<file path="config.mk">
export PLATFORM = sky130hd
export DESIGN_NAME = io_cmd_error_report
export DESIGN_NICKNAME = d
export VERILOG_FILES = /design/src/core/io_cmd_error_report.v /design/src/core/result_queue_insert.v
export VERILOG_INCLUDE_DIRS = /design/src /design/src/core
export SDC_FILE = /design/constraint.sdc
export NUM_CORES = 1
export LEC_CHECK = 0
export BUFFER_PORTS_ARGS = -buffer_cell sky130_fd_sc_hd__buf_2
export CAP_MARGIN = 20
export CORE_ASPECT_RATIO = 1.2
export CORE_UTILIZATION = 60
export CTS_CLUSTER_SIZE = 28
export DETAILED_ROUTE_END_ITERATION = 10
export PLACE_DENSITY = 0.79
export SLEW_MARGIN = 15
export SYNTH_ARGS = -nofsm -noshare
export SYNTH_HDL_FRONTEND = slang
export SYNTH_SLANG_ARGS = --single-unit
</file>
<file path="constraint.sdc">
create_clock -name pclk -period 8.3 [get_ports pclk]
set_input_delay 0 -clock pclk [delete_from_list [all_inputs] [get_ports pclk]]
set_output_delay 0 -clock pclk [all_outputs]
set_load 0.03 [all_outputs]
</file>
<file path="src/core/io_cmd_consts.vh">
// constants for the i/o processor command and error-report block
// assumes 48-bit memory words and word addressing on the memory port
`ifndef IO_CMD_CONSTS_VH
`define IO_CMD_CONSTS_VH
// apb register byte offsets
`define A_CMD       8'h00
`define A_BLK       8'h04
`define A_RES       8'h08
`define A_QH        8'h0c
`define A_RQH       8'h10
`define A_EBLK      8'h14
`define A_STAT      8'h18
`define A_HRF       8'h1c
// command codes
`define OP_WAIT_ERR 8'h01
`define OP_RD_STAT  8'h09
`define OP_DISC     8'h0a
`define OP_DEACT    8'h0b
// control block word offsets
`define CB_SELF     20'h00000
`define CB_NEXT     20'h00001
`define CB_STATE    20'h00002
// state/result word fields
`define SR_EXC      1
`define SR_LINK_ERR 2
`define SR_PROC_ERR 3
`define SR_HW_ERR   4
`define SR_IDX_LO   20
`define SR_CODE_LO  26
// queue header control word suspended bit
`define QH_SUSP     8
// status and error parameter word fields
`define W_TYPE_LO   40
`define W_REV_LO    32
`define W_MID_LO    24
// error codes
`define EC_DISC     8'h40
`define EC_IMPROPER 6'h0d
// descriptor tag placed on self pointers
`define SELF_TAG    4'h5
// error result area layout
`define EB_LAST_CTX 4'h9
`define EB_LAST_W   4'hb
`endif

</file>
<file path="src/core/io_cmd_error_report.v">
// command interpreter and error reporter of an i/o message processor
// assumes an apb master for software and a word-addressed memory port
//
// Summary of operation
// - read status writes word at result pointer
// - status word holds type and firmware revision
// - status word holds host return field
// - status word holds ports-present bit vector
// - discontinue completes active error block, code 40
// - discontinue result bit0: 0 done, 1 none
// - deactivate sets suspended bit, then result queue
// - state bit2 link error, bit3 processor error
// - bit4 hardware fault, details to error block
// - unattached errors go to error block
// - one error block reference, active limit one
// - no error block: call maintenance, halt
// - error block completes without error bits
// - parameter word first, then nine context words
// - queue and memory faults reported via error block
// - null result pointer reported in own state word
// - enqueue error gives start block and word address
// - independent words first, dependent words after
// - result queue insert swaps head and self pointer
`timescale 1ns/1ps
`include "io_cmd_consts.vh"
module io_cmd_error_report #(
  parameter AW       = 20,
  parameter DW       = 48,
  parameter PORTS    = 8,
  parameter SYS_TYPE = 8'h3c, // arbitrary value
  parameter FW_REV   = 8'h01
) (
  input  wire             pclk,
  input  wire             presetn,
  input  wire             psel,
  input  wire             penable,
  input  wire             pwrite,
  input  wire [7:0]       paddr,
  input  wire [31:0]      pwdata,
  output reg  [31:0]      prdata,
  output wire             pready,
  output wire             pslverr,
  output wire             mem_req,
  output wire             mem_we,
  output wire [AW-1:0]    mem_addr,
  output wire [DW-1:0]    mem_wdata,
  input  wire [DW-1:0]    mem_rdata,
  input  wire             mem_ack,
  input  wire [PORTS-1:0] ports_present,
  input  wire             err_req,
  input  wire [7:0]       err_code,
  input  wire [15:0]      err_link,
  input  wire             err_hw,
  input  wire [AW-1:0]    err_blk,
  input  wire [AW-1:0]    err_start,
  input  wire [AW-1:0]    err_word,
  output reg  [3:0]       ctx_sel,
  input  wire [DW-1:0]    ctx_data,
  output reg              maint_req,
  input  wire             maint_ack,
  output reg              halted
);
  localparam S_IDLE  = 4'd0;
  localparam S_STAT  = 4'd1;
  localparam S_DCHK  = 4'd2;
  localparam S_EPAR  = 4'd3;
  localparam S_ECTX  = 4'd4;
  localparam S_EST   = 4'd5;
  localparam S_EINS  = 4'd6;
  localparam S_DRES  = 4'd7;
  localparam S_QRD   = 4'd8;
  localparam S_QWR   = 4'd9;
  localparam S_FIN   = 4'd10;
  localparam S_INS   = 4'd11;
  localparam S_HWM   = 4'd12;
  localparam S_MAINT = 4'd13;
  localparam S_HALT  = 4'd14;

  reg [3:0]    state;
  reg [7:0]    cmd_op;
  reg          cmd_pend;
  reg          refused;
  reg [AW-1:0] blk_ptr;
  reg [AW-1:0] res_ptr;
  reg [AW-1:0] qh_ptr;
  reg [AW-1:0] rqh_ptr;
  reg [7:0]    host_ret;
  // single error block reference
  reg          eb_valid;
  reg          eb_attn;
  reg [AW-1:0] eb_blk;
  reg [AW-1:0] eb_res;
  reg [AW-1:0] eb_rqh;
  // pending error event
  reg          ep_valid;
  reg [7:0]    ep_code;
  reg [15:0]   ep_link;
  reg          ep_hw;
  reg [AW-1:0] ep_blk;
  reg [AW-1:0] ep_start;
  reg [AW-1:0] ep_word;
  reg          disc_hit;
  reg [DW-1:0] fin_word;
  reg [DW-1:0] qh_word;
  // own memory request
  reg          m_req;
  reg          m_we;
  reg [AW-1:0] m_addr;
  reg [DW-1:0] m_wdata;
  // insertion engine
  reg          ins_start;
  reg [AW-1:0] ins_blk;
  reg [AW-1:0] ins_head;
  wire          i_req;
  wire          i_we;
  wire [AW-1:0] i_addr;
  wire [DW-1:0] i_wdata;
  wire          i_done;
  wire          ins_act = (state == S_EINS) || (state == S_INS);
  wire          busy = (state != S_IDLE) || cmd_pend;
  wire          err_clr;

  wire wr = psel & penable & pwrite;
  wire rd = psel & penable & ~pwrite;
  wire hit = (paddr == `A_CMD) || (paddr == `A_BLK) || (paddr == `A_RES) || (paddr == `A_QH) ||
             (paddr == `A_RQH) || (paddr == `A_EBLK) || (paddr == `A_STAT) || (paddr == `A_HRF);
  // zero wait states; unmapped addresses answer with an error
  assign pready  = 1'b1;
  assign pslverr = psel & penable & ~hit;

  // status word fields in fixed positions
  wire [DW-1:0] status_word = ({{(DW-8){1'b0}}, SYS_TYPE} << `W_TYPE_LO) |
                              ({{(DW-8){1'b0}}, FW_REV} << `W_REV_LO) |
                              ({{(DW-8){1'b0}}, host_ret} << `W_MID_LO) |
                              {{(DW-PORTS){1'b0}}, ports_present};
  // parameter word: type, revision, error code, link processor address
  wire [DW-1:0] param_word = ({{(DW-8){1'b0}}, SYS_TYPE} << `W_TYPE_LO) |
                             ({{(DW-8){1'b0}}, FW_REV} << `W_REV_LO) |
                             ({{(DW-8){1'b0}}, ep_code} << `W_MID_LO) |
                             {{(DW-16){1'b0}}, ep_link};
  wire [DW-1:0] one_w = {{(DW-1){1'b0}}, 1'b1};

  // port shared between own accesses and the insertion engine
  assign mem_req   = ins_act ? i_req : m_req;
  assign mem_we    = ins_act ? i_we : m_we;
  assign mem_addr  = ins_act ? i_addr : m_addr;
  assign mem_wdata = ins_act ? i_wdata : m_wdata;

  result_queue_insert #(.AW(AW), .DW(DW)) u_ins (
    .pclk      (pclk),
    .presetn   (presetn),
    .start     (ins_start),
    .blk       (ins_blk),
    .head      (ins_head),
    .mem_req   (i_req),
    .mem_we    (i_we),
    .mem_addr  (i_addr),
    .mem_wdata (i_wdata),
    .mem_rdata (mem_rdata),
    .mem_ack   (mem_ack),
    .done      (i_done)
  );

  // register read mux
  always @* begin
    prdata = 32'h00000000;
    if (rd) begin
      case (paddr)
        `A_CMD:  prdata = {24'h000000, cmd_op};
        `A_BLK:  prdata = {{(32-AW){1'b0}}, blk_ptr};
        `A_RES:  prdata = {{(32-AW){1'b0}}, res_ptr};
        `A_QH:   prdata = {{(32-AW){1'b0}}, qh_ptr};
        `A_RQH:  prdata = {{(32-AW){1'b0}}, rqh_ptr};
        `A_EBLK: prdata = {{(32-AW){1'b0}}, eb_blk};
        `A_STAT: prdata = {24'h000000, state == S_HALT, maint_req, eb_attn, eb_valid,
                           ep_valid, refused, busy, state == S_IDLE};
        `A_HRF:  prdata = {24'h000000, host_ret};
        default: prdata = 32'h00000000;
      endcase
    end
  end

  // pending error is consumed when its parameter word is written
  assign err_clr = (state == S_EPAR) && m_req && mem_ack && !disc_hit;

  // error capture; a new event in the clear cycle is kept
  always @(posedge pclk or negedge presetn) begin
    if (!presetn) begin
      ep_valid <= 1'b0;
      ep_code  <= 8'h00;
      ep_link  <= 16'h0000;
      ep_hw    <= 1'b0;
      ep_blk   <= {AW{1'b0}};
      ep_start <= {AW{1'b0}};
      ep_word  <= {AW{1'b0}};
    end else if (err_req && (!ep_valid || err_clr)) begin
      ep_valid <= 1'b1;
      ep_code  <= err_code;
      ep_link  <= err_link;
      ep_hw    <= err_hw;
      ep_blk   <= err_blk;
      ep_start <= err_start;
      ep_word  <= err_word;
    end else if (err_clr) begin
      ep_valid <= 1'b0;
    end
  end

  // software registers; pointers are frozen while a command runs
  always @(posedge pclk or negedge presetn) begin
    if (!presetn) begin
      cmd_op   <= 8'h00;
      cmd_pend <= 1'b0;
      refused  <= 1'b0;
      blk_ptr  <= {AW{1'b0}};
      res_ptr  <= {AW{1'b0}};
      qh_ptr   <= {AW{1'b0}};
      rqh_ptr  <= {AW{1'b0}};
      host_ret <= 8'h00;
    end else begin
      if (state == S_IDLE && cmd_pend && !ep_valid) // error service first keeps the command
        cmd_pend <= 1'b0;
      if (wr && !busy) begin
        case (paddr)
          `A_CMD: begin
            cmd_op <= pwdata[7:0];
            // a second error block is refused while one is held
            refused <= (pwdata[7:0] == `OP_WAIT_ERR) ? eb_valid :
                       !((pwdata[7:0] == `OP_RD_STAT) || (pwdata[7:0] == `OP_DISC) ||
                         (pwdata[7:0] == `OP_DEACT));
            cmd_pend <= (pwdata[7:0] == `OP_RD_STAT) || (pwdata[7:0] == `OP_DISC) ||
                        (pwdata[7:0] == `OP_DEACT);
          end
          `A_BLK: blk_ptr  <= pwdata[AW-1:0];
          `A_RES: res_ptr  <= pwdata[AW-1:0];
          `A_QH:  qh_ptr   <= pwdata[AW-1:0];
          `A_RQH: rqh_ptr  <= pwdata[AW-1:0];
          `A_HRF: host_ret <= pwdata[7:0];
          default: ;
        endcase
      end
    end
  end

  // main sequencer; every access is held until acknowledged
  always @(posedge pclk or negedge presetn) begin
    if (!presetn) begin
      state     <= S_IDLE;
      m_req     <= 1'b0;
      m_we      <= 1'b0;
      m_addr    <= {AW{1'b0}};
      m_wdata   <= {DW{1'b0}};
      eb_valid  <= 1'b0;
      eb_attn   <= 1'b0;
      eb_blk    <= {AW{1'b0}};
      eb_res    <= {AW{1'b0}};
      eb_rqh    <= {AW{1'b0}};
      disc_hit  <= 1'b0;
      fin_word  <= {DW{1'b0}};
      qh_word   <= {DW{1'b0}};
      ins_start <= 1'b0;
      ins_blk   <= {AW{1'b0}};
      ins_head  <= {AW{1'b0}};
      ctx_sel   <= 4'h0;
      maint_req <= 1'b0;
      halted    <= 1'b0;
    end else begin
      ins_start <= 1'b0;
      // single reference register taken from the wait-for-error command
      if (wr && !busy && paddr == `A_CMD && pwdata[7:0] == `OP_WAIT_ERR && !eb_valid) begin
        eb_valid <= 1'b1;
        eb_attn  <= pwdata[8];
        eb_blk   <= blk_ptr;
        eb_res   <= res_ptr;
        eb_rqh   <= rqh_ptr;
      end
      case (state)
        S_IDLE: begin
          fin_word <= {DW{1'b0}};
          disc_hit <= 1'b0;
          // errors are served before a new command
          if (ep_valid) begin
            if (ep_hw) begin
              state   <= S_HWM;
              m_req   <= 1'b1;
              m_we    <= 1'b1;
              m_addr  <= ep_blk + `CB_STATE;
              m_wdata <= one_w << `SR_HW_ERR;
            end else if (eb_valid) begin
              state <= S_EPAR;
            end else begin
              state     <= S_MAINT;
              maint_req <= 1'b1;
            end
          end else if (cmd_pend) begin
            case (cmd_op)
              `OP_RD_STAT: state <= S_STAT;
              `OP_DISC:    state <= S_DCHK;
              default:     state <= S_QRD;
            endcase
          end
        end
        S_HWM: begin
          if (mem_ack) begin
            m_req <= 1'b0;
            if (eb_valid) begin
              state <= S_EPAR;
            end else begin
              state     <= S_MAINT;
              maint_req <= 1'b1;
            end
          end
        end
        S_STAT: begin
          if (res_ptr == {AW{1'b0}}) begin
            // null result pointer is the block's own fault
            fin_word <= (one_w << `SR_PROC_ERR) | ({{(DW-6){1'b0}}, `EC_IMPROPER} << `SR_CODE_LO) |
                        (one_w << `SR_IDX_LO);
            state <= S_FIN;
          end else if (!m_req) begin
            m_req   <= 1'b1;
            m_we    <= 1'b1;
            m_addr  <= res_ptr;
            m_wdata <= status_word;
          end else if (mem_ack) begin
            m_req <= 1'b0;
            state <= S_FIN;
          end
        end
        S_DCHK: begin
          disc_hit <= eb_valid;
          state    <= eb_valid ? S_EPAR : S_DRES;
        end
        S_EPAR: begin
          if (!m_req) begin
            m_req  <= 1'b1;
            m_we   <= 1'b1;
            m_addr <= eb_res;
            m_wdata <= disc_hit ? ((param_word & ~({{(DW-8){1'b0}}, 8'hff} << `W_MID_LO)) |
                                   ({{(DW-8){1'b0}}, `EC_DISC} << `W_MID_LO)) : param_word;
          end else if (mem_ack) begin
            m_req   <= 1'b0;
            ctx_sel <= 4'h1;
            state   <= S_ECTX;
          end
        end
        S_ECTX: begin
          // words 1-9 are context registers, 10-11 the fault addresses
          if (!m_req) begin
            m_req  <= 1'b1;
            m_we   <= 1'b1;
            m_addr <= eb_res + {{(AW-4){1'b0}}, ctx_sel};
            if (ctx_sel <= `EB_LAST_CTX)
              m_wdata <= ctx_data;
            else if (ctx_sel == `EB_LAST_CTX + 4'h1)
              m_wdata <= {{(DW-AW){1'b0}}, ep_start};
            else
              m_wdata <= {{(DW-AW){1'b0}}, ep_word};
          end else if (mem_ack) begin
            m_req <= 1'b0;
            if (ctx_sel == `EB_LAST_W) begin
              ctx_sel <= 4'h0;
              state   <= S_EST;
            end else begin
              ctx_sel <= ctx_sel + 4'h1;
            end
          end
        end
        S_EST: begin
          if (!m_req) begin
            m_req   <= 1'b1;
            m_we    <= 1'b1;
            m_addr  <= eb_blk + `CB_STATE;
            m_wdata <= eb_attn ? (one_w << `SR_EXC) : {DW{1'b0}};
          end else if (mem_ack) begin
            m_req     <= 1'b0;
            ins_start <= 1'b1;
            ins_blk   <= eb_blk;
            ins_head  <= eb_rqh;
            state     <= S_EINS;
          end
        end
        S_EINS: begin
          if (i_done) begin
            eb_valid <= 1'b0;
            state    <= disc_hit ? S_DRES : S_IDLE;
          end
        end
        S_DRES: begin
          if (!m_req) begin
            m_req   <= 1'b1;
            m_we    <= 1'b1;
            m_addr  <= res_ptr;
            m_wdata <= disc_hit ? {DW{1'b0}} : one_w;
          end else if (mem_ack) begin
            m_req <= 1'b0;
            state <= S_FIN;
          end
        end
        S_QRD: begin
          if (!m_req) begin
            m_req  <= 1'b1;
            m_we   <= 1'b0;
            m_addr <= qh_ptr;
          end else if (mem_ack) begin
            qh_word <= mem_rdata | (one_w << `QH_SUSP);
            m_req   <= 1'b0;
            state   <= S_QWR;
          end
        end
        S_QWR: begin
          if (!m_req) begin
            m_req   <= 1'b1;
            m_we    <= 1'b1;
            m_wdata <= qh_word;
          end else if (mem_ack) begin
            m_req <= 1'b0;
            state <= S_FIN;
          end
        end
        S_FIN: begin
          // own state word, then the block joins its result queue
          if (!m_req) begin
            m_req   <= 1'b1;
            m_we    <= 1'b1;
            m_addr  <= blk_ptr + `CB_STATE;
            m_wdata <= fin_word;
          end else if (mem_ack) begin
            m_req     <= 1'b0;
            ins_start <= 1'b1;
            ins_blk   <= blk_ptr;
            ins_head  <= rqh_ptr;
            state     <= S_INS;
          end
        end
        S_INS: begin
          if (i_done)
            state <= S_IDLE;
        end
        S_MAINT: begin
          if (maint_ack) begin
            maint_req <= 1'b0;
            halted    <= 1'b1;
            state     <= S_HALT;
          end
        end
        S_HALT: state <= S_HALT; // left only by reset
        default: state <= S_IDLE;
      endcase
    end
  end
endmodule

</file>
<file path="src/core/result_queue_insert.v">
// result queue insertion: swap head with self pointer, old head to next link
// assumes a word-addressed memory port held until mem_ack
`timescale 1ns/1ps
`include "io_cmd_consts.vh"
module result_queue_insert #(
  parameter AW = 20,
  parameter DW = 48
) (
  input  wire          pclk,
  input  wire          presetn,
  input  wire          start,
  input  wire [AW-1:0] blk,
  input  wire [AW-1:0] head,
  output reg           mem_req,
  output reg           mem_we,
  output reg  [AW-1:0] mem_addr,
  output reg  [DW-1:0] mem_wdata,
  input  wire [DW-1:0] mem_rdata,
  input  wire          mem_ack,
  output reg           done
);
  localparam S_IDLE = 2'd0;
  localparam S_RD   = 2'd1;
  localparam S_HEAD = 2'd2;
  localparam S_NEXT = 2'd3;
  reg [1:0]    state;
  reg [DW-1:0] old_head;
  wire [DW-1:0] self_ptr = {`SELF_TAG, {(DW-4-AW){1'b0}}, blk};

  // three accesses per insertion, each held until acknowledged
  always @(posedge pclk or negedge presetn) begin
    if (!presetn) begin
      state     <= S_IDLE;
      mem_req   <= 1'b0;
      mem_we    <= 1'b0;
      mem_addr  <= {AW{1'b0}};
      mem_wdata <= {DW{1'b0}};
      old_head  <= {DW{1'b0}};
      done      <= 1'b0;
    end else begin
      done <= 1'b0;
      case (state)
        S_IDLE: begin
          if (start) begin
            state    <= S_RD;
            mem_req  <= 1'b1;
            mem_we   <= 1'b0;
            mem_addr <= head;
          end
        end
        S_RD: begin
          if (mem_ack) begin
            old_head  <= mem_rdata;
            state     <= S_HEAD;
            mem_we    <= 1'b1;
            mem_wdata <= self_ptr;
          end
        end
        S_HEAD: begin
          if (mem_ack) begin
            state     <= S_NEXT;
            mem_addr  <= blk + `CB_NEXT;
            mem_wdata <= old_head;
          end
        end
        S_NEXT: begin
          if (mem_ack) begin
            state   <= S_IDLE;
            mem_req <= 1'b0;
            mem_we  <= 1'b0;
            done    <= 1'b1;
          end
        end
        default: state <= S_IDLE;
      endcase
    end
  end
endmodule

</file>
# Word-level counts from Yosys, hierarchy flattened
# Index checks and enable logic that the tools add are counted.
dict set report totals {
  register_bits 585
  word_cells 317
}
dict set report op_classes {
  addsub 6
  n_lt_le_gt_ge 1
  eq_ne 65
  muxes 123
  bitwise_logic 8
  n_reduce_logical 73
}
# operator n
set op_table {}
lappend op_table {{$mux 48} 15}
lappend op_table {{$mux 20} 21}
lappend op_table {{$pmux 48 s8} 1}
lappend op_table {{$pmux 20 s8} 2}
lappend op_table {{$pmux 48 s2} 2}
lappend op_table {{$pmux 20 s2} 3}
lappend op_table {{$mux 4} 27}
lappend op_table {{$mux 32} 2}
lappend op_table {{$add 20x2->20 const B} 3}
lappend op_table {{$ne 2x2->1 const B} 30}
lappend op_table {{$eq 8x4->1 const B} 7}
lappend op_table {{$pmux 4 s14} 1}
lappend op_table {{$or 46x16->46} 1}
lappend op_table {{$or 46x8->46} 1}
lappend op_table {{$eq 4x4->1 const B} 9}
lappend op_table {{$mux 1} 33}
lappend op_table {{$eq 8x5->1 const B} 4}
lappend op_table {{$reduce_and 5->1} 5}
lappend op_table {{$add 20x1->20 const B} 1}
lappend op_table {{$add 20x4->20} 1}
lappend op_table {{$logic_not 20->1} 1}
lappend op_table {{$reduce_and 2->1} 9}
lappend op_table {{$eq 4x3->1 const B} 4}
lappend op_table {{$pmux 4 s2} 2}
lappend op_table {{other kinds (36)} 91}

# Longest topological paths before layout
dict set report depth {
  ltp_word 10
  depth_mapped 13
  mapped_depth_nobuf 10
}

# By module
# A second synthesis with hierarchy kept.
dict set report hier_totals {
  cells_unflattened 2316
  hier_area_um2 26270.2
}
# mod instances cells_each area_each_um2 seq_area_each_um2
set modules_own_cells {}
lappend modules_own_cells {io_cmd_error_report 1 1873 20921.3 10435.0}
lappend modules_own_cells {result_queue_insert 1 443 5348.9 3027.9}

# Least setup slack after synthesis
# No wires, ideal clock.
dict set report synth_path {
  kind {reg-to-reg}
  start {reg state[2]}
  end {reg eb_attn}
  t_arrival_ns 3.209
  setup_slack_ns 4.966
  path_stages_with_launch 11
  n_path_buf 3
  path_cell_list {dfrtp_1 clkbuf_1 or4_1 buf_2 nor4b_4 nand2_2 or3_1 or4b_4 nor2_8 buf_6 mux2_2}
}
dict set report synth_between {
  elab_chain_cells 7
}
# item line_no
set synth_lines {}
lappend synth_lines {{start: declaration} io_cmd_error_report.v:79} ;# reg [3:0] state;
lappend synth_lines {{start signal: assignment} io_cmd_error_report.v:332} ;# state <= eb_valid ? S_EPAR : S_DRES;
lappend synth_lines {{start signal: assignment} io_cmd_error_report.v:386} ;# state <= disc_hit ? S_DRES : S_IDLE;
lappend synth_lines {{$reduce_bool 4->1} io_cmd_error_report.v:120} ;# wire busy = (state != S_IDLE) || cmd_pend;
lappend synth_lines {{$logic_or 1x1->1} io_cmd_error_report.v:120}
lappend synth_lines {{$logic_not 1->1} io_cmd_error_report.v:270} ;# if (wr && !busy && paddr == `A_CMD && pwdata[7:0] == `OP_WAIT_ERR && !eb_valid) begin
lappend synth_lines {{$logic_and 1x1->1} io_cmd_error_report.v:270}
lappend synth_lines {{$logic_and 1x1->1 (no source line) (2 in series)} n/a}
lappend synth_lines {{$logic_and 1x1->1} io_cmd_error_report.v:270}
lappend synth_lines {{end signal: assignment} io_cmd_error_report.v:272} ;# eb_attn <= pwdata[8];
lappend synth_lines {{end: declaration} io_cmd_error_report.v:90} ;# reg eb_attn;
# Every way passes these cells.
# A chain may end at the register's enable or synchronous reset.

# Worst setup path in the final report
dict set report layout_path {
  start {reg state[1]}
  end {reg m_addr[19]}
}
dict set report layout_between {
  elab_chain_cells 3
}
# item line_no
set layout_lines {}
lappend layout_lines {{$eq 4x2->1, or another cell as far along} io_cmd_error_report.v:277} ;# case (state)
lappend layout_lines {{$reduce_bool 8->1 (no source line) or $ne 2x2->1 (tied branches)} n/a}
lappend layout_lines {{$reduce_and 9->1 (no source line)} n/a}
lappend layout_lines {{end signal: assignment} io_cmd_error_report.v:287} ;# m_addr <= ep_blk + `CB_STATE;
lappend layout_lines {{end signal: assignment} io_cmd_error_report.v:323} ;# m_addr <= res_ptr;
lappend layout_lines {{end signal: assignment} io_cmd_error_report.v:338} ;# m_addr <= eb_res;
lappend layout_lines {{end: declaration} io_cmd_error_report.v:108} ;# reg [AW-1:0] m_addr;
# Parallel ways exist; a longest one is shown, timed or not.

==> results.ini <==
[grt]
grt_remaining_overflow=0
grt_pass1_wl_um=127900
grt_pass1_vias=21790
grt_max_degree=170
track_usage_pct=38.04
antenna_found_initial=9

[critical_path]
crit_cells=12
rr_worst_depth=12
r2r_start=state[1]
crit_type=reg -> reg
crit_chain=and4bb_2, buf_4, nand2_1, o311ai_0, clkbuf_2, ha_1, inv_1, a221oi_1, nand4_1, nor4_1, xor2_1, o21ai_0
cp-endpoint=m_addr[19]
reg2reg_to=m_addr[19]
crit_fanout=59
cp-startpoint=state[1]
setup.worst_path.start_class=flop
critPathBufInv=3
crit_slowest_cell=dfrtp_1
r2r_slack_ps=3850
max_stage_delay_ps=910
cp.required_ps=8780
setup.worst_path.end_class=flop
crit_family=simple AND/OR/NAND/NOR gates
crit_arrival_ps=4930

[synth]
ys_seq_elements=538
yosysSeqAreaShare_pct=51.79
synth_edf_count=0
async_flop_share_pct=100.0
syn_area_um2=26000
syn_avg_cell_area_um2=11.21
yosys_most_used_dff=dfrtp_1
syn_inst=2319
yosys_warnings=0
ys_types=74

[floorplan]
start_util_pct=60.76
fp.dieW_um=192.0
core.rowCount=83
die_h_um=230.0
dieArea_um2=44170
io_pins=347
core_um2=42790

[timing]
worst_pin_slew_ps=1180
fin_skew_ps=21.29
setup_viol=0
slew_viol_final=0
max_freq_ghz=0.2247
tns_ps=0
rsz0062_at_grt=no
fin_crit_sh_pct=53.61
relSlewSlack_pct=21.33
min_period_ps=4450
hold_viol_final=0

[clock_network]
root_buffer=clkbuf_16
cts_tree=yes
cts_made_buffers=53
clkTransAtPathRegs_ps=60
postCtsSetupBuffers=0
clock_latency_ps=620
cts_buffer_depth=3
cts-htree-levels=2
numClockSinks=538

[final_layout]
fin_cells=3391
design_area_um2=31990
nets=3041
mostFrequentLayoutCell=dfrtp_1
layout_common_cells=dfrtp_1 (538), mux2_2 (388), buf_2 (321)
drive_above_1_share_pct=30.48
area.growth.synth_to_final_pct=23.05

[placed_design]
place_congestion=0.9341
dp_hpwl_um=52040
dp.cells=3064
place_area_um2=27970
io_buffer_count=321

[power_and_ir_drop]
p_leak_nw=14.77
irDropWorstVdd_uv=270.1
p_total_w=0.01060
cellPowerDensity_nw_per_um2=331.3

[min_path]
min-delay-path-class=in -> async

[detailed_routing]
drt-initial-drc-count=2389
antenna_left=0
firstDrtPassIters=7
vias_per_cell=6.458
post-route-drc-count=0
via_count=21900
wl_um=84180
wl_per_cell_um=24.82

[status]
outcome=finished clean

[job]
cap_violations=0

-- synth_stat cells (all sizes together), types with 7 or more instances --
master	instances	share of area (%)
clkbuf	137	2.0
a21oi	62	1.2
mux2i	56	2.2
xor2	14	0.47
ha	14	0.67
nand3	31	0.60
a31oi	62	1.5
and3	9	0.22
a22o	36	1.2
nand2b	9	0.22
nand4	8	0.19
buf	33	0.87
o22ai	9	0.22
mux2	405	18
nand2	284	4.1
a222oi	37	1.4
o211ai	12	0.35
a221oi	18	0.61
dfrtp	538	52
a221o	7	0.27
inv	29	0.42
o21ai	174	3.3
a22oi	61	1.8
nor3	17	0.33
nor4	12	0.29
a211oi	10	0.29
a21boi	8	0.23
nor2	96	1.4
and2	13	0.31
xnor2	31	1.0
-- final cells by class --
type	count	area, um^2
Sequential cell	538	13460
Multi-Input combinational cell	1593	11840
Antenna cell	8	20.02
Fill cell	2733	10800
Clock inverter	16	180.2
Timing Repair Buffer	574	4118
Tap cell	552	690.7
Inverter	29	108.9
Clock buffer	81	1572
-- report_power, final --
group,total (W),switching (W),leakage (nW),internal [W]
Sequential,0.00417,0.000691,6.97,0.00348
Combinational,0.00398,0.00240,6.93,0.00158
Clock,0.00245,0.00105,0.867,0.00140
Total,0.0106,0.00414,14.8,0.00646
-- timing repair --
action / 4_1_cts / 5_1_grt
endpoints found under the hold margin: 414 / 0
resized for setup: 0 / 0
hold buffers: 216 / 0
-- worst min path at each step --
stage | from | endpoint | slack, ps | cells past startpoint
after CTS | presetn | m_wdata[34] | 40 | 3
final | presetn | u_ins.mem_wdata[39] | 30 | 3
after global routing | presetn | m_wdata[39] | 80 | 3
after floorplan | presetn | blk_ptr[0] | -300 | 0
after detailed placement | presetn | m_wdata[34] | 30 | 1
after global placement | presetn | m_wdata[34] | 20 | 1
-- logic make-up (layout without fill, tap and decap cells) --
kind of cell             count (synthesis)  count (layout)  share of synthesized area [%]
buffers and inverters                  199             700                          3.268
XOR/XNOR                                45              45                          1.516
multiplexers                           463             463                          19.87
adder cells (fa/ha/maj)                 15              15                         0.7508
flip-flops                             538             538                          51.79
AND/OR/NAND/NOR                        521             521                          9.053
AO/OA/AOI/OAI                          536             536                          13.72
other                                    2              21                        0.02889
-- stage by stage --
step | hold slack (ps) | utilization (%) | worst slack [ps]
floorplan | -295.6 | - | 4966
global placement | 19.45 | 65.34 | 3791
detailed placement | 28.91 | 65.38 | 3750
CTS | 36.86 | 74.57 | 3724
global route | 77.81 | 74.77 | 3529
finish | 32.72 | 74.77 | 3850
-- routing by layer --
metal | GRT usage, % | part of all wire (%)
met2 | 60.39 | 47
met3 | 8.150 | 9.9
met4 | 16.56 | 4.6
met1 | 50.33 | 38
met5 | 0 | 0
-- sequential cells by signal (all words and copies together), names as in the netlist, 48 cells and up --
signal,cells
u_ins.old_head,48
qh_word,48
m_wdata,48
u_ins.mem_wdata,48
-- worst reg2reg max path, cell delays in order (launching register included) --
cell      delay [ps]
dfrtp_1          910
and4bb_2         350
buf_4            500
nand2_1          190
o311ai_0         190
clkbuf_2         250
ha_1             160
inv_1             60
a221oi_1         520
nand4_1          420
nor4_1           490
xor2_1           180
o21ai_0           90
Power figures use the tool's default switching activity.
